<file path="config.mk">
export PLATFORM = sky130hd
export DESIGN_NAME = iop_ports
export DESIGN_NICKNAME = d
export VERILOG_FILES = /design/src/iop_pkg.sv /design/src/iop_tone.sv /design/src/iop_ports.sv
export SDC_FILE = /design/constraint.sdc
export NUM_CORES = 1
export LEC_CHECK = 0
export BUFFER_PORTS_ARGS = -buffer_cell sky130_fd_sc_hd__clkbuf_2
export CAP_MARGIN = 15
export CORE_AREA = 2 2 132 134
export DETAILED_ROUTE_END_ITERATION = 8
export DIE_AREA = 0 0 134 136
export HOLD_SLACK_MARGIN = 0.05
export PLACE_DENSITY = 0.58
export SYNTH_ARGS = -nofsm -noshare
export SYNTH_HDL_FRONTEND = slang
export SYNTH_SLANG_ARGS = --single-unit
</file>
<file path="constraint.sdc">
create_clock -name clock -period 2.4 [get_ports clock]
set_clock_uncertainty 0.15 [all_clocks]
set_input_delay 0.24 -clock clock [delete_from_list [all_inputs] [get_ports clock]]
set_output_delay 0.24 -clock clock [all_outputs]
set_load 0.005 [all_outputs]
</file>
<file path="src/iop_pkg.sv">
// Shared constants for the port C/D/E and tone block
package iop_pkg;

  // ---------------------------------------------------------------
  // Register byte offsets
  // ---------------------------------------------------------------
  localparam logic [7:0] OFS_PC_DATA   = 8'h00;
  localparam logic [7:0] OFS_PC_FLAGS  = 8'h04;
  localparam logic [7:0] OFS_PC_ENABLE = 8'h08;
  localparam logic [7:0] OFS_OPTION    = 8'h0C;
  localparam logic [7:0] OFS_PD_DATA   = 8'h10;
  localparam logic [7:0] OFS_DIR_COMB  = 8'h14;
  localparam logic [7:0] OFS_PE_DATA   = 8'h18;
  localparam logic [7:0] OFS_PE_DIR    = 8'h1C;
  localparam logic [7:0] OFS_TONE_CTRL = 8'h20;
  localparam logic [7:0] OFS_SUMMARY   = 8'h24;

  // ---------------------------------------------------------------
  // Field positions
  // ---------------------------------------------------------------
  localparam int OPT_FOURTH_FLOAT = 3;
  localparam int OPT_THIRD_FLOAT  = 2;
  localparam int OPT_SECOND_FLOAT = 1;
  localparam int OPT_TONE_PIN_SEL = 0;
  localparam int DIR_FOURTH       = 2;
  localparam int DIR_THIRD        = 1;
  localparam int DIR_AND_COMBINE  = 0;
  localparam int TONE_COUNTER_EN  = 3;
  localparam int TONE_ENABLE      = 2;
  localparam int TONE_SEL_HI      = 1;
  localparam int TONE_SEL_LO      = 0;

  // ---------------------------------------------------------------
  // Reset values
  // ---------------------------------------------------------------
  localparam logic [3:0] RST_NIBBLE = 4'h0;

  // ---------------------------------------------------------------
  // Tone selections and timing
  // ---------------------------------------------------------------
  localparam logic [1:0] TONE_SILENT = 2'h0;
  localparam logic [1:0] TONE_1024   = 2'h1;
  localparam logic [1:0] TONE_2048   = 2'h2;
  localparam logic [1:0] TONE_2667   = 2'h3;
  localparam int CLK_HZ        = 25000000;
  localparam int PRESC_HZ      = 32768;
  localparam int PRESC_CYCLES  = CLK_HZ / PRESC_HZ;
  localparam int HALF_1024     = PRESC_HZ / (2 * 1024);
  localparam int HALF_2048     = PRESC_HZ / (2 * 2048);
  localparam int HALF_2667     = PRESC_HZ / (2 * 2667) + 1;

  // ---------------------------------------------------------------
  // Bus responses
  // ---------------------------------------------------------------
  localparam logic [1:0] RESP_OKAY   = 2'h0;
  localparam logic [1:0] RESP_SLVERR = 2'h2;

endpackage

</file>
<file path="src/iop_tone.sv">
// Square wave tone generator driven by the prescaler tick
`timescale 1ns/1ns
module iop_tone
  import iop_pkg::*;
(
  input  wire logic       clock,
  input  wire logic       resetn,
  input  wire logic       tick,
  input  wire logic [1:0] sel,
  output logic            tone
);

  typedef struct packed {
    logic [1:0] sel_q;
    logic [4:0] cnt;
    logic       level;
  } iop_tone_t;

  iop_tone_t r;
  iop_tone_t next_r;
  logic [4:0] half;

  always_comb begin
    case (sel)
      TONE_1024: half = 5'(HALF_1024);
      TONE_2048: half = 5'(HALF_2048);
      TONE_2667: half = 5'(HALF_2667);
      default:   half = 5'h1;
    endcase
  end

  // ---------------------------------------------------------------
  // Next state
  // ---------------------------------------------------------------
  always_comb begin
    next_r       = r;
    next_r.sel_q = sel;
    if (sel != r.sel_q) begin
      next_r.cnt   = 5'h0;
      next_r.level = (sel != TONE_SILENT);
    end else if (sel == TONE_SILENT) begin
      next_r.cnt   = 5'h0;
      next_r.level = 1'b0;
    end else if (tick) begin
      if (r.cnt == half - 5'h1) begin
        next_r.cnt   = 5'h0;
        next_r.level = ~r.level;
      end else begin
        next_r.cnt = r.cnt + 5'h1;
      end
    end
  end

  always_ff @(posedge clock) begin
    if (!resetn) begin
      r <= '0;
    end else begin
      r <= next_r;
    end
  end

  assign tone = r.level;

  // ---------------------------------------------------------------
  // Checks
  // ---------------------------------------------------------------
  tone_restart_a: assert property (@(posedge clock) disable iff (!resetn)
    (sel != r.sel_q) |=> (tone == ($past(sel) != TONE_SILENT)))
    else $error("tone did not follow new selection at once");

endmodule // iop_tone

</file>
<file path="src/iop_ports.sv">
// Ports C, D, E with tone takeover and AXI4-Lite register slave
//
// The implementer's own choices: the AXI4-Lite register port and the placing of the registers.
`timescale 1ns/1ns
module iop_ports
  import iop_pkg::*;
#(
  parameter int CLOCK_HZ = CLK_HZ
)
(
  input  wire logic        clock,
  input  wire logic        resetn,
  input  wire logic [7:0]  s_axi_awaddr,
  input  wire logic        s_axi_awvalid,
  output logic             s_axi_awready,
  input  wire logic [31:0] s_axi_wdata,
  input  wire logic [3:0]  s_axi_wstrb,
  input  wire logic        s_axi_wvalid,
  output logic             s_axi_wready,
  output logic [1:0]       s_axi_bresp,
  output logic             s_axi_bvalid,
  input  wire logic        s_axi_bready,
  input  wire logic [7:0]  s_axi_araddr,
  input  wire logic        s_axi_arvalid,
  output logic             s_axi_arready,
  output logic [31:0]      s_axi_rdata,
  output logic [1:0]       s_axi_rresp,
  output logic             s_axi_rvalid,
  input  wire logic        s_axi_rready,
  input  wire logic        sleep_req,
  input  wire logic        first_port_irq,
  input  wire logic        serial_write_buffer,
  input  wire logic        swb_clock,
  input  wire logic        swb_data,
  input  wire logic [3:0]  second_port_out_in,
  input  wire logic [3:0]  second_port_oe_in,
  output logic [3:0]       second_port_out,
  output logic [3:0]       second_port_oe,
  input  wire logic [3:0]  third_port_in,
  output logic [3:0]       third_port_out,
  output logic [3:0]       third_port_oe,
  input  wire logic [3:0]  fourth_port_in,
  output logic [3:0]       fourth_port_out,
  output logic [3:0]       fourth_port_oe,
  input  wire logic [3:0]  fifth_port_in,
  output logic [3:0]       fifth_port_out,
  output logic [3:0]       fifth_port_oe,
  output logic             counter_enable,
  output logic             cpu_irq
);

  localparam int PCYC = CLOCK_HZ / PRESC_HZ;

  if (PCYC < 2 || PCYC > 65535) begin : g_check
    $error("clock rate cannot feed the 32 kHz prescaler");
  end

  typedef struct packed {
    logic [3:0]  pc_s1;
    logic [3:0]  pc_s2;
    logic [3:0]  pc_prev;
    logic [3:0]  pd_s1;
    logic [3:0]  pd_s2;
    logic [3:0]  pe_s1;
    logic [3:0]  pe_s2;
    logic        sl_s1;
    logic        sl_s2;
    logic [3:0]  pc_data;
    logic [3:0]  pc_flags;
    logic [3:0]  pc_mask;
    logic [3:0]  option;
    logic [3:0]  pd_data;
    logic [3:0]  dir_comb;
    logic [3:0]  pe_data;
    logic [3:0]  pe_dir;
    logic [3:0]  tone_ctrl;
    logic [15:0] presc;
    logic        tick;
    logic        aw_held;
    logic [7:0]  aw_addr;
    logic        w_held;
    logic [31:0] w_data;
    logic        w_lane0;
    logic        awready;
    logic        wready;
    logic        bvalid;
    logic [1:0]  bresp;
    logic        arready;
    logic        rvalid;
    logic [31:0] rdata;
    logic [1:0]  rresp;
    logic [3:0]  b_out;
    logic [3:0]  b_oe;
    logic [3:0]  c_out;
    logic [3:0]  c_oe;
    logic [3:0]  d_out;
    logic [3:0]  d_oe;
    logic [3:0]  e_out;
    logic [3:0]  e_oe;
    logic        irq;
  } iop_state_t;

  iop_state_t r;
  iop_state_t next_r;
  logic       tone;
  logic [3:0] pc_rise;
  logic       pc_pending;
  logic       rd_flags;

  // ---------------------------------------------------------------
  // Address decode
  // ---------------------------------------------------------------
  function automatic logic is_mapped(input logic [7:0] a);
    return a[1:0] == 2'h0 && a <= OFS_SUMMARY;
  endfunction

  function automatic logic [3:0] read_reg(input iop_state_t s,
                                          input logic [7:0] a);
    logic [3:0] v;
    v = 4'h0;
    case (a)
      OFS_PC_DATA:   v = s.dir_comb[DIR_THIRD] ? s.pc_data : s.pc_s2;
      OFS_PC_FLAGS:  v = s.pc_flags;
      OFS_PC_ENABLE: v = s.pc_mask;
      OFS_PD_DATA:   v = s.dir_comb[DIR_FOURTH] ? s.pd_data : s.pd_s2;
      OFS_DIR_COMB:  v = s.dir_comb;
      OFS_PE_DATA:   v = (s.pe_dir & s.pe_data) | (~s.pe_dir & s.pe_s2);
      OFS_PE_DIR:    v = s.pe_dir;
      OFS_TONE_CTRL: v = s.tone_ctrl;
      OFS_SUMMARY:   v = {3'h0, |s.pc_flags};
      default:       v = 4'h0;
    endcase
    return v;
  endfunction

  // ---------------------------------------------------------------
  // Tone generator
  // ---------------------------------------------------------------
  iop_tone u_tone (
    .clock  (clock),
    .resetn (resetn),
    .tick   (r.tick),
    .sel    (r.tone_ctrl[TONE_SEL_HI:TONE_SEL_LO]),
    .tone   (tone)
  );

  assign pc_rise = r.pc_s2 & ~r.pc_prev & r.pc_mask
                 & ~{4{r.dir_comb[DIR_THIRD]}};
  assign pc_pending = |r.pc_flags;
  assign rd_flags = s_axi_arvalid && r.arready
                  && s_axi_araddr == OFS_PC_FLAGS;

  // ---------------------------------------------------------------
  // Next state
  // ---------------------------------------------------------------
  always_comb begin
    logic wr, fl_b, fl_c, fl_d, tone_on;
    wr      = 1'b0;
    fl_b    = 1'b0;
    fl_c    = 1'b0;
    fl_d    = 1'b0;
    tone_on = 1'b0;
    next_r  = r;

    // Pin synchronisers
    next_r.pc_s1   = third_port_in;
    next_r.pc_s2   = r.pc_s1;
    next_r.pc_prev = r.pc_s2;
    next_r.pd_s1   = fourth_port_in;
    next_r.pd_s2   = r.pd_s1;
    next_r.pe_s1   = fifth_port_in;
    next_r.pe_s2   = r.pe_s1;
    next_r.sl_s1   = sleep_req;
    next_r.sl_s2   = r.sl_s1;

    // Prescaler tick
    next_r.tick = 1'b0;
    if (r.presc == 16'(PCYC - 1)) begin
      next_r.presc = 16'h0;
      next_r.tick  = 1'b1;
    end else begin
      next_r.presc = r.presc + 16'h1;
    end

    // Interrupt flags: set wins over read clear
    next_r.pc_flags = (rd_flags ? 4'h0 : r.pc_flags) | pc_rise;

    // Write channel
    if (s_axi_awvalid && r.awready) begin
      next_r.aw_held = 1'b1;
      next_r.aw_addr = s_axi_awaddr;
    end
    if (s_axi_wvalid && r.wready) begin
      next_r.w_held  = 1'b1;
      next_r.w_data  = s_axi_wdata;
      next_r.w_lane0 = s_axi_wstrb[0];
    end
    if (r.bvalid && s_axi_bready) begin
      next_r.bvalid = 1'b0;
    end
    if (r.aw_held && r.w_held && !r.bvalid) begin
      wr             = r.w_lane0 && is_mapped(r.aw_addr);
      next_r.aw_held = 1'b0;
      next_r.w_held  = 1'b0;
      next_r.bvalid  = 1'b1;
      next_r.bresp   = is_mapped(r.aw_addr) ? RESP_OKAY : RESP_SLVERR;
    end
    if (wr) begin
      case (r.aw_addr)
        OFS_PC_DATA:   next_r.pc_data   = r.w_data[3:0];
        OFS_PC_ENABLE: next_r.pc_mask   = r.w_data[3:0];
        OFS_OPTION:    next_r.option    = r.w_data[3:0];
        OFS_PD_DATA:   next_r.pd_data   = r.w_data[3:0];
        OFS_DIR_COMB:  next_r.dir_comb  = r.w_data[3:0];
        OFS_PE_DATA:   next_r.pe_data   = r.w_data[3:0];
        OFS_PE_DIR:    next_r.pe_dir    = r.w_data[3:0];
        OFS_TONE_CTRL: next_r.tone_ctrl = r.w_data[3:0];
        default:       next_r.pc_mask   = next_r.pc_mask;
      endcase
    end
    next_r.awready = !next_r.aw_held && !next_r.bvalid;
    next_r.wready  = !next_r.w_held && !next_r.bvalid;

    // Read channel
    if (r.rvalid && s_axi_rready) begin
      next_r.rvalid  = 1'b0;
      next_r.arready = 1'b1;
    end
    if (s_axi_arvalid && r.arready) begin
      next_r.arready = 1'b0;
      next_r.rvalid  = 1'b1;
      next_r.rdata   = {28'h0, read_reg(r, s_axi_araddr)};
      next_r.rresp   = is_mapped(s_axi_araddr) ? RESP_OKAY : RESP_SLVERR;
    end

    // Pin drivers
    fl_b    = r.sl_s2 && r.option[OPT_SECOND_FLOAT];
    fl_c    = r.sl_s2 && r.option[OPT_THIRD_FLOAT];
    fl_d    = r.sl_s2 && r.option[OPT_FOURTH_FLOAT];
    tone_on = r.tone_ctrl[TONE_ENABLE];

    next_r.c_out = r.pc_data;
    next_r.c_oe  = {4{r.dir_comb[DIR_THIRD] && !fl_c}};

    next_r.d_out = r.pd_data;
    next_r.d_oe  = {4{r.dir_comb[DIR_FOURTH]}};
    if (serial_write_buffer) begin
      next_r.d_out[1:0] = {swb_data, swb_clock};
      next_r.d_oe[1:0]  = 2'h3;
    end
    if (fl_d) begin
      next_r.d_oe = 4'h0;
    end

    next_r.b_out = second_port_out_in;
    next_r.b_oe  = second_port_oe_in;
    next_r.e_out = r.pe_data;
    next_r.e_oe  = r.pe_dir;
    if (tone_on && !r.option[OPT_TONE_PIN_SEL]) begin
      next_r.b_out[0] = tone;
      next_r.b_oe[0]  = 1'b1;
    end
    if (tone_on && r.option[OPT_TONE_PIN_SEL]) begin
      next_r.e_out[0] = tone;
      next_r.e_oe[0]  = 1'b1;
    end
    if (fl_b) begin
      next_r.b_oe = 4'h0;
    end

    // Request to the processor
    if (r.dir_comb[DIR_AND_COMBINE]) begin
      next_r.irq = first_port_irq && pc_pending;
    end else begin
      next_r.irq = first_port_irq || pc_pending;
    end
  end

  always_ff @(posedge clock) begin
    if (!resetn) begin
      r         <= '0;
      r.arready <= 1'b1;
      r.awready <= 1'b1;
      r.wready  <= 1'b1;
    end else begin
      r <= next_r;
    end
  end

  // ---------------------------------------------------------------
  // Outputs
  // ---------------------------------------------------------------
  assign s_axi_awready   = r.awready;
  assign s_axi_wready    = r.wready;
  assign s_axi_bvalid    = r.bvalid;
  assign s_axi_bresp     = r.bresp;
  assign s_axi_arready   = r.arready;
  assign s_axi_rvalid    = r.rvalid;
  assign s_axi_rdata     = r.rdata;
  assign s_axi_rresp     = r.rresp;
  assign second_port_out = r.b_out;
  assign second_port_oe  = r.b_oe;
  assign third_port_out  = r.c_out;
  assign third_port_oe   = r.c_oe;
  assign fourth_port_out = r.d_out;
  assign fourth_port_oe  = r.d_oe;
  assign fifth_port_out  = r.e_out;
  assign fifth_port_oe   = r.e_oe;
  assign counter_enable  = r.tone_ctrl[TONE_COUNTER_EN];
  assign cpu_irq         = r.irq;

  // ---------------------------------------------------------------
  // Checks
  // ---------------------------------------------------------------
  c_float_a: assert property (@(posedge clock) disable iff (!resetn)
    (r.sl_s2 && r.option[OPT_THIRD_FLOAT]) |=> (third_port_oe == 4'h0))
    else $error("port C drove pins while asleep with float set");

  d_float_a: assert property (@(posedge clock) disable iff (!resetn)
    (r.sl_s2 && r.option[OPT_FOURTH_FLOAT]) |=> (fourth_port_oe == 4'h0))
    else $error("port D drove pins while asleep with float set");

  swb_pins_a: assert property (@(posedge clock) disable iff (!resetn)
    serial_write_buffer |=> (fourth_port_out[1:0] ==
                             {$past(swb_data), $past(swb_clock)}))
    else $error("serial buffer signals missing on port D");

  flag_clear_a: assert property (@(posedge clock) disable iff (!resetn)
    (rd_flags && pc_rise == 4'h0)
    |=> (r.pc_flags == 4'h0 && s_axi_rvalid))
    else $error("reading port C flags did not clear them");

  mask_gate_a: assert property (@(posedge clock) disable iff (!resetn)
    (r.pc_mask == 4'h0) |=> ((r.pc_flags & ~$past(r.pc_flags)) == 4'h0))
    else $error("masked port C pin raised a flag");

  combine_a: assert property (@(posedge clock) disable iff (!resetn)
    1'b1 |=> (cpu_irq == ($past(r.dir_comb[DIR_AND_COMBINE])
              ? ($past(first_port_irq) && $past(pc_pending))
              : ($past(first_port_irq) || $past(pc_pending)))))
    else $error("processor request does not match combine mode");

  b0_tone_a: assert property (@(posedge clock) disable iff (!resetn)
    (r.tone_ctrl[TONE_ENABLE] && !r.option[OPT_TONE_PIN_SEL] && !r.sl_s2)
    |=> (second_port_oe[0] && second_port_out[0] == $past(tone)))
    else $error("tone not on port B pin 0");

  e0_dir_a: assert property (@(posedge clock) disable iff (!resetn)
    !(r.tone_ctrl[TONE_ENABLE] && r.option[OPT_TONE_PIN_SEL])
    |=> (fifth_port_oe[0] == $past(r.pe_dir[0])))
    else $error("port E pin 0 ignores its direction bit");

  reset_vals_a: assert property (@(posedge clock)
    !resetn |=> (r.pe_dir == RST_NIBBLE && r.pc_mask == RST_NIBBLE
                 && r.pd_data == RST_NIBBLE && r.tone_ctrl == RST_NIBBLE))
    else $error("register not at its reset value");

  irq_set_c: cover property (@(posedge clock) disable iff (!resetn)
    (pc_rise != 4'h0) ##1 cpu_irq);

  tone_e0_c: cover property (@(posedge clock) disable iff (!resetn)
    fifth_port_oe[0] && r.tone_ctrl[TONE_ENABLE]
    && r.option[OPT_TONE_PIN_SEL]);

  swb_c: cover property (@(posedge clock) disable iff (!resetn)
    serial_write_buffer && fourth_port_oe[1:0] == 2'h3);

endmodule // iop_ports

</file>
Word level (Yosys, flattened, before mapping)
Cells that the tools add are included.

Register bits: 176. Bits of input ports: 84. Output and inout port bits: 75.

Add/sub/neg operators: 3. $lt $le $gt $ge: 2. Equal/unequal tests: 21. Multiplexer cells: 29. Bitwise gates (word level): 12. Reduce and logical (&&, ||, !) cells: 50.

Operators with widths (number): $eq A8 B5 Y1 const B (8); $mux W36 (1); $pmux W4 S9 (1); $mux W34 (1); $eq A8 B4 Y1 const B (3); $eq A8 B6 Y1 const B (3); $and A4 B4 Y4 (5); $logic_and A1 B1 Y1 (20); $reduce_and A2 Y1 (9); $add A16 B1 Y16 const B (1); $eq A16 B10 Y1 const B (1); $le A8 B6 Y1 const B (2); $logic_not A8 Y1 (2); $pmux W5 S3 (1); $mux W1 (14); $mux W4 (3); $not A4 Y4 (3); $mux W2 (5); $mux W9 (1); $eq A8 B3 Y1 const B (1); $or A4 B4 Y4 (2); $logic_not A1 Y1 (6); $logic_not A2 Y1 (3); $reduce_bool A3 Y1 (2); other kinds (14) (19).

Logic depth before layout (Yosys ltp)
Gate-level depths: netlist (run 1).

Depth in word-level cells: 8. Gate-level depth with buffers: 7. Gate-level depth less buffers: 7.

By module
From an unflattened synthesis (run 1), not the netlist that was laid out.

Cell total of the unflattened synthesis: 654. Area, all modules: 6202.2 um^2.

Modules (own cells, without submodules): iop_ports (instances 1, cells an instance 604, area an instance 5728.0 um^2); iop_tone (instances 1, cells an instance 50, area an instance 474.2 um^2).

Worst setup path after synthesis (run 1)
No wires, ideal clock.

Kind: reg2reg. Start point: reg r[108] (netlist name). End point: reg r[147] (netlist name). Library setup time: 0.128 ns. Arrival: 1.595 ns. Slack: 0.527 ns. Stages on the path, launching flop included: 6. Buffers on the path: 0. Clock period less this slack: 1.873 ns. Path through: dfxtp_1 -> or4_4 -> nor4b_4 -> nand3_1 -> mux2i_1 -> nor2_1.

Longest elaborated chain between the ends: 5.

Ends and longest elaborated chain: start: declaration (RTL line iop_ports.sv:103) `iop_state_t r;`; start signal: assignment (RTL line iop_ports.sv:286) `r <= next_r;`; $le A8 B6 Y1 or $logic_not A2 Y1 (tied branches) (RTL line iop_ports.sv:114) `return a[1:0] == 2'h0 && a <= OFS_SUMMARY;`; $logic_and A1 B1 Y1 (RTL line iop_ports.sv:114); $logic_and A1 B1 Y1 (RTL line iop_ports.sv:202) `wr = r.w_lane0 && is_mapped(r.aw_addr);`; $mux W1 (RTL line iop_ports.sv:201) `if (r.aw_held && r.w_held && !r.bvalid) begin`; $reduce_and A2 Y1 (no source line) *.

Every way passes the cells marked *; elsewhere a longest branch is shown, timed or not. A chain may end at the register's enable or synchronous reset.

Final worst setup path (run 1)
Start point: reg r[108] (netlist name). End point: reg r (netlist bit next_r[21]).

The elaborated chain is that of the path after synthesis.

==> reports/results.txt, run 1 <==
Mux contribution to synthesized area: 0.05859
Required time of the critical path: 2.56 ns
Post-synth ARST share: 0
Instance count of the mapped netlist: 655
Synth warn: 0
Port bufs: 97
Status: complete, no violations
Class of the tightest hold or removal check: primary input to register
Mean cell area of the mapped netlist: 9.259 µm²
Drt pass-1 iters: 6
First-pass GRT wire length: 20,800 µm
Distinct cell type count of the synthesized netlist: 47
Crit-path slowest cell: sky130_fd_sc_hd__or4_4
Fraction of synthesized cell area taken by the top area cell type: 0.4786
Core Box Area: 16,880 µm²
Dominant combinational cell family by area after synthesis: simple AND/OR/NAND/NOR gates
Critical Path Start Type: register
Clock share of power: 0.474
Endpoint of the lowest-slack register-to-register path: next_r[21]$_SDFFE_PN0P_
Number of CTS-inserted buffers: 17
Internal power summed over all cells: 4.127 mW
Hpwl dp: 9070 µm
Switching share of power: 0.2405
Most common cell after layout, fill and taps aside: sky130_fd_sc_hd__dfxtp_1
Largest net degree at the start of global routing: 43
Global placement routability congestion: 0.8557
Die outline height: 136 µm
Shortest period the worst path allows: 2.072 ns
Final instance area: 7422 µm²
Horiz. Die Dim: 134 µm
Post-synthesis adder-cell area fraction: 0.01609
Number of storage elements in the synthesis netlist: 145
Starting DRT DRC Count: 209
Ranking of synthesized cells by area: sky130_fd_sc_hd__dfxtp_1, sky130_fd_sc_hd__buf_4, sky130_fd_sc_hd__and2_1, sky130_fd_sc_hd__mux2i_1, sky130_fd_sc_hd__nand2_1
Clock buffer depth: 2
Delay of the slowest cell on the worst path: 0.58 ns
Worst hold path stage count: 3
H-tree Lvls: 4
Measured slew at the worst slew-check pin: 0.5486 ns
Max-cap check violation count: 0
Count of unresolved DRC violations after routing: 0
Area of the mapped netlist: 6065 µm²
Number of resized instances in the post-cts repair step: 0
Mean number of vias per cell: 4.469
Logic depth of the worst register-to-register path: 5
Parity-gate share of the synthesized area counting xor and xnor cells: 0.03610
Final #Nets: 852
Aggregate global routing overflow: 0
Startpoint of the worst-slack reg-to-reg timing path: r[108]$_SDFFE_PN0P_
Final hold viol count: 0
Final wirelength: 13,110 µm
Slew margin rel.: 0.6314
Post-detailed-route wirelength per cell: 13.12 µm
RSZ-0062 raised after global routing: no
Antenna violations before repair: 0
Launch instance of the worst min-delay path: s_axi_arvalid
Critical path, cell by cell: or4_4, nor4b_4, and2_1, mux2i_1, nor2b_1
VDD IR max: 0.0004615 V
Final slew viol count: 0
Simple-gate area share of the yosys netlist: 0.2137
Total cell area at the placement stage: 6400 µm²
Antenna-violating nets left: 0
Global Route Usage Sum: 0.1471
Clock sink total: 145
Clock edge transition at the registers on the reported setup and hold paths: 0.06 ns
Power per unit of standard cell area: 732.1 nW/µm²
Final worst-path cycle share: 0.8632
Total Die Area: 18,220 µm²
Area grow syn2layout: 22.39%
Kind of capture point of the worst setup path: register
Most used flip-flop cell after synthesis: sky130_fd_sc_hd__dfxtp_1
Starting density of the core: 0.3594
WP data arrival: 2.23 ns
Share of post-route cells with drive strength above 1: 0.1873
Source-to-sink clock delay at the later pin of the worst-skew pair: 0.42 ns
Post-CTS Setup Bufs: 0
Compound-cell area share of the yosys netlist: 0.08727
TritonCTS clock tree: built
Clock Tree Root: sky130_fd_sc_hd__clkbuf_16
Via count: 4,465
Highest-count cells in the layout ignoring fill and taps: sky130_fd_sc_hd__dfxtp_1, sky130_fd_sc_hd__clkbuf_2, sky130_fd_sc_hd__nand2_1
Sequential element share of the synthesized area: 0.4786
Placement Rows: 48
Relative contribution of sequential cells to total power: 0.465
Number of synthesized flops with an enable pin: 0
Worst Setup Path Type: register to register
Hold Path Sink: s_axi_rvalid$_SDFFE_PN0P_
Worst reg-to-reg setup slack: 0.33 ns
Vias in the first global route: 4,161
Yosys top cell by area: sky130_fd_sc_hd__dfxtp_1
Antenna Diode Count: 0
Number of top-level design ports: 159
Lkg Pwr: 3.199 nW
Switching power: 1.307 mW
Setup Viol. Count Final: 0
Highest clock frequency the design can meet: 482.7 MHz
Summed negative setup slack over all endpoints: 0 ns
Combinational Power Share: 0.061
Fin util: 0.4398
Max Fanout on Critical Path: 7
==> power groups by stage <==
| stage | sequential (mW) | combinational [mW] | clock, mW |
|---|---|---|---|
| 6_report | 2.53 | 0.331 | 2.58 |
| 5_1_grt | 2.53 | 0.373 | 2.74 |
| 4_1_cts | 2.53 | 0.332 | 2.63 |
| 3_5_place_dp | 2.58 | 0.274 | 0 |
| 3_3_place_gp | 2.58 | 0.273 | 0 |
| 2_1_floorplan | 2.56 | 0.223 | 0 |
==> how the worst max path moves through the flow <==
stage | from | to | slack (ns)
6_report | r[108]$_SDFFE_PN0P_ | next_r[21]$_SDFFE_PN0P_ | 0.33
5_1_grt | r[108]$_SDFFE_PN0P_ | r[148]$_SDFFE_PN0P_ | 0.18
4_1_cts | r[108]$_SDFFE_PN0P_ | next_r[21]$_SDFFE_PN0P_ | 0.30
3_5_place_dp | r[108]$_SDFFE_PN0P_ | next_r[21]$_SDFFE_PN0P_ | 0.31
3_3_place_gp | r[108]$_SDFFE_PN0P_ | r[147]$_SDFFE_PN0P_ | 0.34
2_1_floorplan | r[108]$_SDFFE_PN0P_ | r[147]$_SDFFE_PN0P_ | 0.53
==> kinds of logic (layout without fill, tap and decap cells) <==
logic type	Yosys count	after routing
AO/OA/AOI/OAI	86	86
XOR/XNOR	25	25
adder cells (fa/ha/maj)	8	8
buffers and inverters	107	197
flip-flops	145	145
multiplexers	35	35
other	1	30
AND/OR/NAND/NOR	248	248
==> worst max-delay path, delay by kind of cell (launching register included) <==
family,cells,cell delay (ns)
AND/OR/NAND/NOR,4,1.30
flip-flops,1,0.31
multiplexers,1,0.22
==> layer usage <==
metal	share of wire	vias up	track usage	wire, µm
li1	-	2309	-	-
met1	0.49	2048	0.1911	6404
met2	0.46	95	0.2368	6030
met3	0.038	13	0.03430	492
met4	0.014	0	0.05851	178
met5	0	-	0	0
==> flip-flops by register name, summed over array words and instances (netlist names), 2 cells and up <==
register / cells
fifth_port_oe: 4
fifth_port_out: 4
fourth_port_oe: 2
fourth_port_out: 4
next_r: 29
r: 68
s_axi_rdata: 4
second_port_oe: 4
second_port_out: 4
third_port_out: 4
u_tone.r: 7
==> what timing repair did <==
| action | 4_1_cts | 5_1_grt |
|---|---|---|
| hold buffers | 44 | 0 |
| hold endpoints to repair | 44 | 0 |
| setup endpoints to repair | 0 | 0 |
==> final cells by class <==
type | instances | area [µm²]
timing repair buffer | 149 | 985.9
fill | 1679 | 9454
tap | 225 | 281.5
clock buffer | 18 | 439.2
multi-input combinational | 432 | 2610
sequential | 145 | 2903
clock inverter | 14 | 142.6
inverter | 16 | 60.06
==> cells in the mapped netlist, types with 3 or more instances <==
cell,number
sky130_fd_sc_hd__and3_1,5
sky130_fd_sc_hd__buf_4,69
sky130_fd_sc_hd__nand2_1,65
sky130_fd_sc_hd__a31oi_1,3
sky130_fd_sc_hd__a32oi_1,3
sky130_fd_sc_hd__a22oi_1,3
sky130_fd_sc_hd__ha_1,7
sky130_fd_sc_hd__nor4_1,4
sky130_fd_sc_hd__nand3_1,15
sky130_fd_sc_hd__nor4bb_1,3
sky130_fd_sc_hd__clkbuf_1,21
sky130_fd_sc_hd__nor3_1,9
sky130_fd_sc_hd__a21oi_1,22
sky130_fd_sc_hd__xnor2_1,7
sky130_fd_sc_hd__dfxtp_1,145
sky130_fd_sc_hd__mux2i_1,31
sky130_fd_sc_hd__nand2b_1,8
sky130_fd_sc_hd__nand3b_1,3
sky130_fd_sc_hd__nor2b_1,12
sky130_fd_sc_hd__o21ai_0,30
sky130_fd_sc_hd__inv_1,16
sky130_fd_sc_hd__and2_1,51
sky130_fd_sc_hd__a21boi_0,12
sky130_fd_sc_hd__xor2_1,18
sky130_fd_sc_hd__nand4_1,7
sky130_fd_sc_hd__mux2_2,4
sky130_fd_sc_hd__nor2_1,55
sky130_fd_sc_hd__nor4b_1,4
==> per-stage QoR <==
stage                     worst slack [ns]  power (mW)  hold slack [ns]  std cells
after floorplan                     0.5270       2.781           0.2117        684
after global placement              0.3357       2.853           0.2675        923
after detailed placement            0.3114       2.855           0.2691        923
after CTS                           0.3023       5.491          0.05060        999
after global routing                0.1813       5.646          0.07099        999
final                               0.3284       5.434          0.05805        999
Note: power is estimated with default switching activity, not from simulation.
==> run 2: changes to the inputs <==
--- a/config.mk
+++ b/config.mk
@@ -7,10 +7,10 @@
 export LEC_CHECK = 0
 export BUFFER_PORTS_ARGS = -buffer_cell sky130_fd_sc_hd__clkbuf_2
 export CAP_MARGIN = 15
-export CORE_AREA = 2 2 132 134
+export CORE_AREA = 10 10 140 142
 export DETAILED_ROUTE_END_ITERATION = 8
-export DIE_AREA = 0 0 134 136
-export HOLD_SLACK_MARGIN = 0.05
+export DIE_AREA = 0 0 150 152
+export HOLD_SLACK_MARGIN = 0.15
 export PLACE_DENSITY = 0.58
 export SYNTH_ARGS = -nofsm -noshare
 export SYNTH_HDL_FRONTEND = slang
==> run 2 against run 1 <==
Global-route usage down 2.0 points. First-iteration DRC count up 36%. Clock power up 2%. Power up 1.7%. Die area up 25%. Flip-flop and latch count unchanged. Final area up 2.0%. Largest cell class unchanged. Sequential share of layout area down 0.75 points. Core utilization up 0.70 points. Routed wire length up 9.0%. Final cell count up 1.1%. Critical endpoint is now r[151]$_SDFFE_PN0P_. Non-clock buffer count up 12.
==> reports/results.txt, run 2 (same netlist as run 1, synthesis figures left out) <==
Total chip power: 5.524 mW
Switching share of power: 0.2243
Number of CTS-inserted buffers: 17
Measured slew at the worst slew-check pin: 0.6149 ns
Launch instance of the worst min-delay path: resetn
Class of the tightest hold or removal check: primary input to register
Number of fill cells: 1,703
Status: complete, no violations
Startpoint of the worst-slack reg-to-reg timing path: r[108]$_SDFFE_PN0P_
H-tree Lvls: 4
Area used by multi-input combinational logic: 2610 µm²
Highest clock frequency the design can meet: 479.6 MHz
Worst reg-to-reg setup slack: 0.31 ns
Highest-count cells in the layout ignoring fill and taps: sky130_fd_sc_hd__dfxtp_1, sky130_fd_sc_hd__clkbuf_2, sky130_fd_sc_hd__nand2_1
Antenna-violating nets left: 0
Max-cap check violation count: 0
First-pass GRT wire length: 23,340 µm
Max FFs per register: 68
Placement Rows: 48
TritonCTS clock tree: built
Internal power summed over all cells: 4.285 mW
Depth of the critical timing path with buffers and inverters included: 5
Count of unresolved DRC violations after routing: 0
Number of top-level design ports: 159
Largest net degree at the start of global routing: 86
Flip-flop and latch area: 2903 µm²
Clock share of power: 0.478
Relative contribution of sequential cells to total power: 0.457
Clock sink total: 145
Buf+Inv Stages, Crit Path: 0
Source-to-sink clock delay at the later pin of the worst-skew pair: 0.42 ns
Starting DRT DRC Count: 285
Area grow syn2layout: 24.78%
Combinational Power Share: 0.065
Final wirelength: 14,290 µm
Clock buffer depth: 2
Die outline height: 152 µm
Power per unit of standard cell area: 729.9 nW/µm²
Starting density of the core: 0.3581
Launch point of the critical path: r[108]$_SDFFE_PN0P_
Horiz. Die Dim: 150 µm
WP data arrival: 2.25 ns
Final worst-path cycle share: 0.8688
Via count: 4,539
Critical Path Start Type: register
Slew margin rel.: 0.5891
Global Route Usage Sum: 0.1271
Kind of capture point of the worst setup path: register
Critical path, cell by cell: or4_4, nor4b_4, nand2_1, mux2i_1, nor2_1
Mean number of vias per cell: 4.494
Number of resized instances in the post-cts repair step: 0
Worst hold path stage count: 3
Port bufs: 97
Shortest period the worst path allows: 2.085 ns
Cell family contributing the most delay on the critical path: simple AND/OR/NAND/NOR gates
Final hold viol count: 0
Worst Setup Path Type: register to register
Final slew viol count: 0
Antenna violations before repair: 0
Share of post-route cells with drive strength above 1: 0.1822
Summed negative setup slack over all endpoints: 0 ns
Logic depth of the worst register-to-register path: 5
Aggregate global routing overflow: 0
Required time of the critical path: 2.56 ns
Clock edge transition at the registers on the reported setup and hold paths: 0.06 ns
Lkg Pwr: 3.278 nW
Drt pass-1 iters: 5
Global placement routability congestion: 0.8307
Hpwl dp: 10,170 µm
Setup Viol. Count Final: 0
RSZ-0062 raised after global routing: no
Switching power: 1.239 mW
Delay of the slowest cell on the worst path: 0.58 ns
Total Die Area: 22,800 µm²
Max Fanout on Critical Path: 6
Core Box Area: 16,940 µm²
Vias in the first global route: 4,509
Antenna Diode Count: 0
Clock Tree Root: sky130_fd_sc_hd__clkbuf_16
Final #Nets: 864
VDD IR max: 0.0005567 V
Most common cell after layout, fill and taps aside: sky130_fd_sc_hd__dfxtp_1
Most flop-heavy register: r
Post-detailed-route wirelength per cell: 14.15 µm
Crit-path slowest cell: sky130_fd_sc_hd__or4_4
-- run 2: final cells by class --
type	instances	area share
Multi-Input combinational cell	432	0.3449
Clock inverter	14	0.02199
Inverter	16	0.007937
Sequential cell	145	0.3836
Timing Repair Buffer	161	0.1481
Tap cell	225	0.03720
Clock buffer	17	0.05622
-- run 2: timing repair --
action,in CTS,in global routing
hold buffers,57,0
endpoints found under the hold margin,46,0
setup buffers,0,0
-- run 2: worst reg2reg max path: stages, from the launching register on --
cell and delay, ns:
sky130_fd_sc_hd__dfxtp_1 0.31, sky130_fd_sc_hd__or4_4 0.58, sky130_fd_sc_hd__nor4b_4 0.34, sky130_fd_sc_hd__nand2_1 0.30
sky130_fd_sc_hd__mux2i_1 0.25, sky130_fd_sc_hd__nor2_1 0.05
-- run 2: power by group through the flow --
stage          registers (mW)  logic (mW)  clock network (mW)
6_report                 2.53       0.356                2.64
5_1_grt                  2.53       0.400                2.83
4_1_cts                  2.53       0.356                2.71
3_5_place_dp             2.58       0.279                   0
3_3_place_gp             2.58       0.278                   0
2_1_floorplan            2.56       0.223                   0
-- run 2: worst paths after layout --
kind / end
worst min register to register: r[174]$_SDFF_PN0_
worst max-delay path: r[151]$_SDFFE_PN0P_
worst max register to register: r[151]$_SDFFE_PN0P_
worst min-delay path: fifth_port_oe[0]$_SDFF_PN0_
-- run 2: metrics by stage --
stage	util	area, µm²	hold WS, ns	setup WS, ns	instances
global route	0.4468	7567	0.1905	0.1638	1010
floorplan	-	6173	0.2117	0.5270	684
global placement	0.3782	6405	0.2668	0.3377	922
finish	0.4468	7567	0.1484	0.3148	1010
detailed placement	0.3782	6405	0.2691	0.3122	922
CTS	0.4468	7567	0.1509	0.3012	1010
-- run 2: layer usage --
| metal | up-vias | GRT usage | share of wire |
|---|---|---|---|
| met2 | 112 | 0.1975 | 0.46 |
| met1 | 2071 | 0.1613 | 0.46 |
| met3 | 23 | 0.03891 | 0.062 |
| li1 | 2333 | - | - |
| met5 | - | 0 | 0 |
| met4 | 0 | 0.04769 | 0.016 |
==> run 3: changes to the inputs <==
--- a/config.mk
+++ b/config.mk
@@ -5,13 +5,13 @@
 export SDC_FILE = /design/constraint.sdc
 export NUM_CORES = 1
 export LEC_CHECK = 0
-export BUFFER_PORTS_ARGS = -buffer_cell sky130_fd_sc_hd__clkbuf_2
+export BUFFER_PORTS_ARGS = -buffer_cell sky130_fd_sc_hd__buf_2
 export CAP_MARGIN = 15
 export CORE_AREA = 10 10 140 142
 export DETAILED_ROUTE_END_ITERATION = 8
 export DIE_AREA = 0 0 150 152
 export HOLD_SLACK_MARGIN = 0.15
-export PLACE_DENSITY = 0.58
+export PLACE_DENSITY = 0.6
 export SYNTH_ARGS = -nofsm -noshare
 export SYNTH_HDL_FRONTEND = slang
 export SYNTH_SLANG_ARGS = --single-unit
==> constraint.sdc (replaced) <==
create_clock -name clock -period 1.7 [get_ports clock]
set_clock_uncertainty 0.15 [all_clocks]
set_input_delay 0.17 -clock clock [delete_from_list [all_inputs] [get_ports clock]]
set_output_delay 0.17 -clock clock [all_outputs]
set_load 0.005 [all_outputs]
==> run 3 against run 2 <==
The run now ends with negative setup slack left. Critical endpoint is now r[142]$_SDFFE_PN0P_. Hold slack better by 0.014 ns. Routed wire length up 5.9%. Fmax up 7.3%. Critical path type unchanged. Clock power is 42% higher. Global-route usage up 0.27 points.
==> reports/results.txt, run 3 (same netlist as run 1, synthesis figures left out) <==
Area used by multi-input combinational logic: 2764 µm²
Setup Viol. Count Final: 32
Max FFs per register: 68
Cell Count Post-Placement: 967
Most flop-heavy register: r
Port bufs: 97
Via count: 4,821
Flip-flop and latch area: 2908 µm²
Final slew viol count: 0
Number of CTS-inserted buffers: 17
Number of top-level design ports: 159
Delay of the slowest cell on the worst path: 0.57 ns
Final wirelength: 15,130 µm
Endpoint of the lowest-slack register-to-register path: r[142]$_SDFFE_PN0P_
Launch instance of the worst min-delay path: s_axi_wvalid
Worst hold path stage count: 5
Status: finished with violations
Antenna-violating nets left: 0
Source-to-sink clock delay at the later pin of the worst-skew pair: 0.42 ns
RSZ-0062 raised after global routing: yes
Starting DRT DRC Count: 258
Lkg Pwr: 3.666 nW
Hold Path Sink: r[107]$_SDFF_PN0_
Crit-path slowest cell: sky130_fd_sc_hd__or4_4
Clock buffer depth: 2
Logic depth of the worst register-to-register path: 7
Antenna Diode Count: 0
Max Fanout on Critical Path: 7
Worst reg-to-reg setup slack: -0.24 ns
Final #Nets: 925
Total cell area at the placement stage: 6748 µm²
Starting density of the core: 0.3581
Most common cell after layout, fill and taps aside: sky130_fd_sc_hd__dfxtp_1
Final hold viol count: 0
VDD IR max: 0.0007217 V
H-tree Lvls: 4
Finished Layout Cells: 1,072
Clock Tree Root: sky130_fd_sc_hd__clkbuf_16
TritonCTS clock tree: built
Minimum hold slack: 0.1621 ns
Fin util: 0.4894
Violated checks: negative setup slack
Global Route Usage Sum: 0.1299
Power per unit of standard cell area: 955.9 nW/µm²
Vias in the first global route: 4,784
Number of fill cells: 1,639
Die outline height: 152 µm
Aggregate global routing overflow: 0
Mean number of vias per cell: 4.497
Horiz. Die Dim: 150 µm
Post-detailed-route wirelength per cell: 14.12 µm
Total Die Area: 22,800 µm²
Class of the tightest hold or removal check: primary input to register
Worst Setup Path Type: register to register
Depth of the critical timing path with buffers and inverters included: 7
Clock edge transition at the registers on the reported setup and hold paths: 0.06 ns
Post-route worst setup slack: -0.2435 ns
Count of unresolved DRC violations after routing: 0
Global placement routability congestion: 0.8661
Buf+Inv Stages, Crit Path: 2
Cell family contributing the most delay on the critical path: simple AND/OR/NAND/NOR gates
Startpoint of the worst-slack reg-to-reg timing path: r[108]$_SDFFE_PN0P_
Highest-count cells in the layout ignoring fill and taps: sky130_fd_sc_hd__dfxtp_1, sky130_fd_sc_hd__buf_2, sky130_fd_sc_hd__dlygate4sd3_1
Share of post-route cells with drive strength above 1: 0.2621
Placement Rows: 48
Core Box Area: 16,940 µm²
First-pass GRT wire length: 24,070 µm
Required time of the critical path: 1.86 ns
Critical path, cell by cell: or4_4, nor4b_4, buf_6, buf_12, nand2_8, mux2i_1, nor2b_1
Antenna violations before repair: 0
Worst slack, placed: -0.2832 ns
Clock sink total: 145
Max-cap check violation count: 0
Highest clock frequency the design can meet: 514.5 MHz
Area grow syn2layout: 36.66%
Shortest period the worst path allows: 1.944 ns
Critical Path Start Type: register
Final worst-path cycle share: 1.143
Final instance area: 8288 µm²
Drt pass-1 iters: 5
Kind of capture point of the worst setup path: register
WP data arrival: 2.10 ns
Largest net degree at the start of global routing: 52
Hpwl dp: 10,560 µm
==> run 3: timing repair <==
| item | in CTS | in global routing |
|---|---|---|
| pin swaps | 7 | 12 |
| setup buffers | 1 | 3 |
| hold buffers | 68 | 0 |
| hold endpoints to repair | 84 | 0 |
| resized for setup | 17 | 34 |
| endpoints found under the setup margin | 38 | 69 |
| gates cloned | 0 | 1 |
==> run 3: per-stage QoR <==
stage          total power, mW  TNS, ns
2_1_floorplan            3.928   -2.429
3_3_place_gp             4.095   -5.872
3_5_place_dp             4.097   -6.322
4_1_cts                  7.994   -5.451
5_1_grt                  8.232   -8.263
6_report                 7.923   -4.907
==> run 3: power by group <==
group / internal (mW) / total [mW] / switching (mW)
combinational: 0.338 / 0.621 / 0.283
clock: 2.29 / 3.74 / 1.46
sequential: 3.49 / 3.56 / 0.0649
==> run 3: how the worst max path moves through the flow <==
stage | from | endpoint
2_1_floorplan | r[108]$_SDFFE_PN0P_ | next_r[21]$_SDFFE_PN0P_
3_3_place_gp | r[108]$_SDFFE_PN0P_ | r[150]$_SDFFE_PN0P_
3_5_place_dp | r[108]$_SDFFE_PN0P_ | r[142]$_SDFFE_PN0P_
4_1_cts | r[108]$_SDFFE_PN0P_ | r[146]$_SDFFE_PN0P_
5_1_grt | r[108]$_SDFFE_PN0P_ | r[146]$_SDFFE_PN0P_
6_report | r[108]$_SDFFE_PN0P_ | r[142]$_SDFFE_PN0P_
==> run 3: per-layer routing <==
metal / global-route usage / share of wire
met5: 0 / 0
met4: 0.03565 / 0.011
met3: 0.04514 / 0.077
met2: 0.2042 / 0.47
met1: 0.1644 / 0.45
==> run 3: worst min-delay path: stages <==
cell	delay [ns]
sky130_fd_sc_hd__buf_2	0.08
sky130_fd_sc_hd__nand2_2	0.10
sky130_fd_sc_hd__inv_2	0.12
sky130_fd_sc_hd__o21ai_0	0.08
sky130_fd_sc_hd__nor2_1	0.12
==> run 3: final cells by class <==
cell class                 count  share of cell area
sequential                   145              0.3508
multi-input combinational    432              0.3335
timing repair buffer         222              0.2018
clock buffer                  21             0.05676
tap                          225             0.03397
clock inverter                11             0.01555
inverter                      16            0.007548
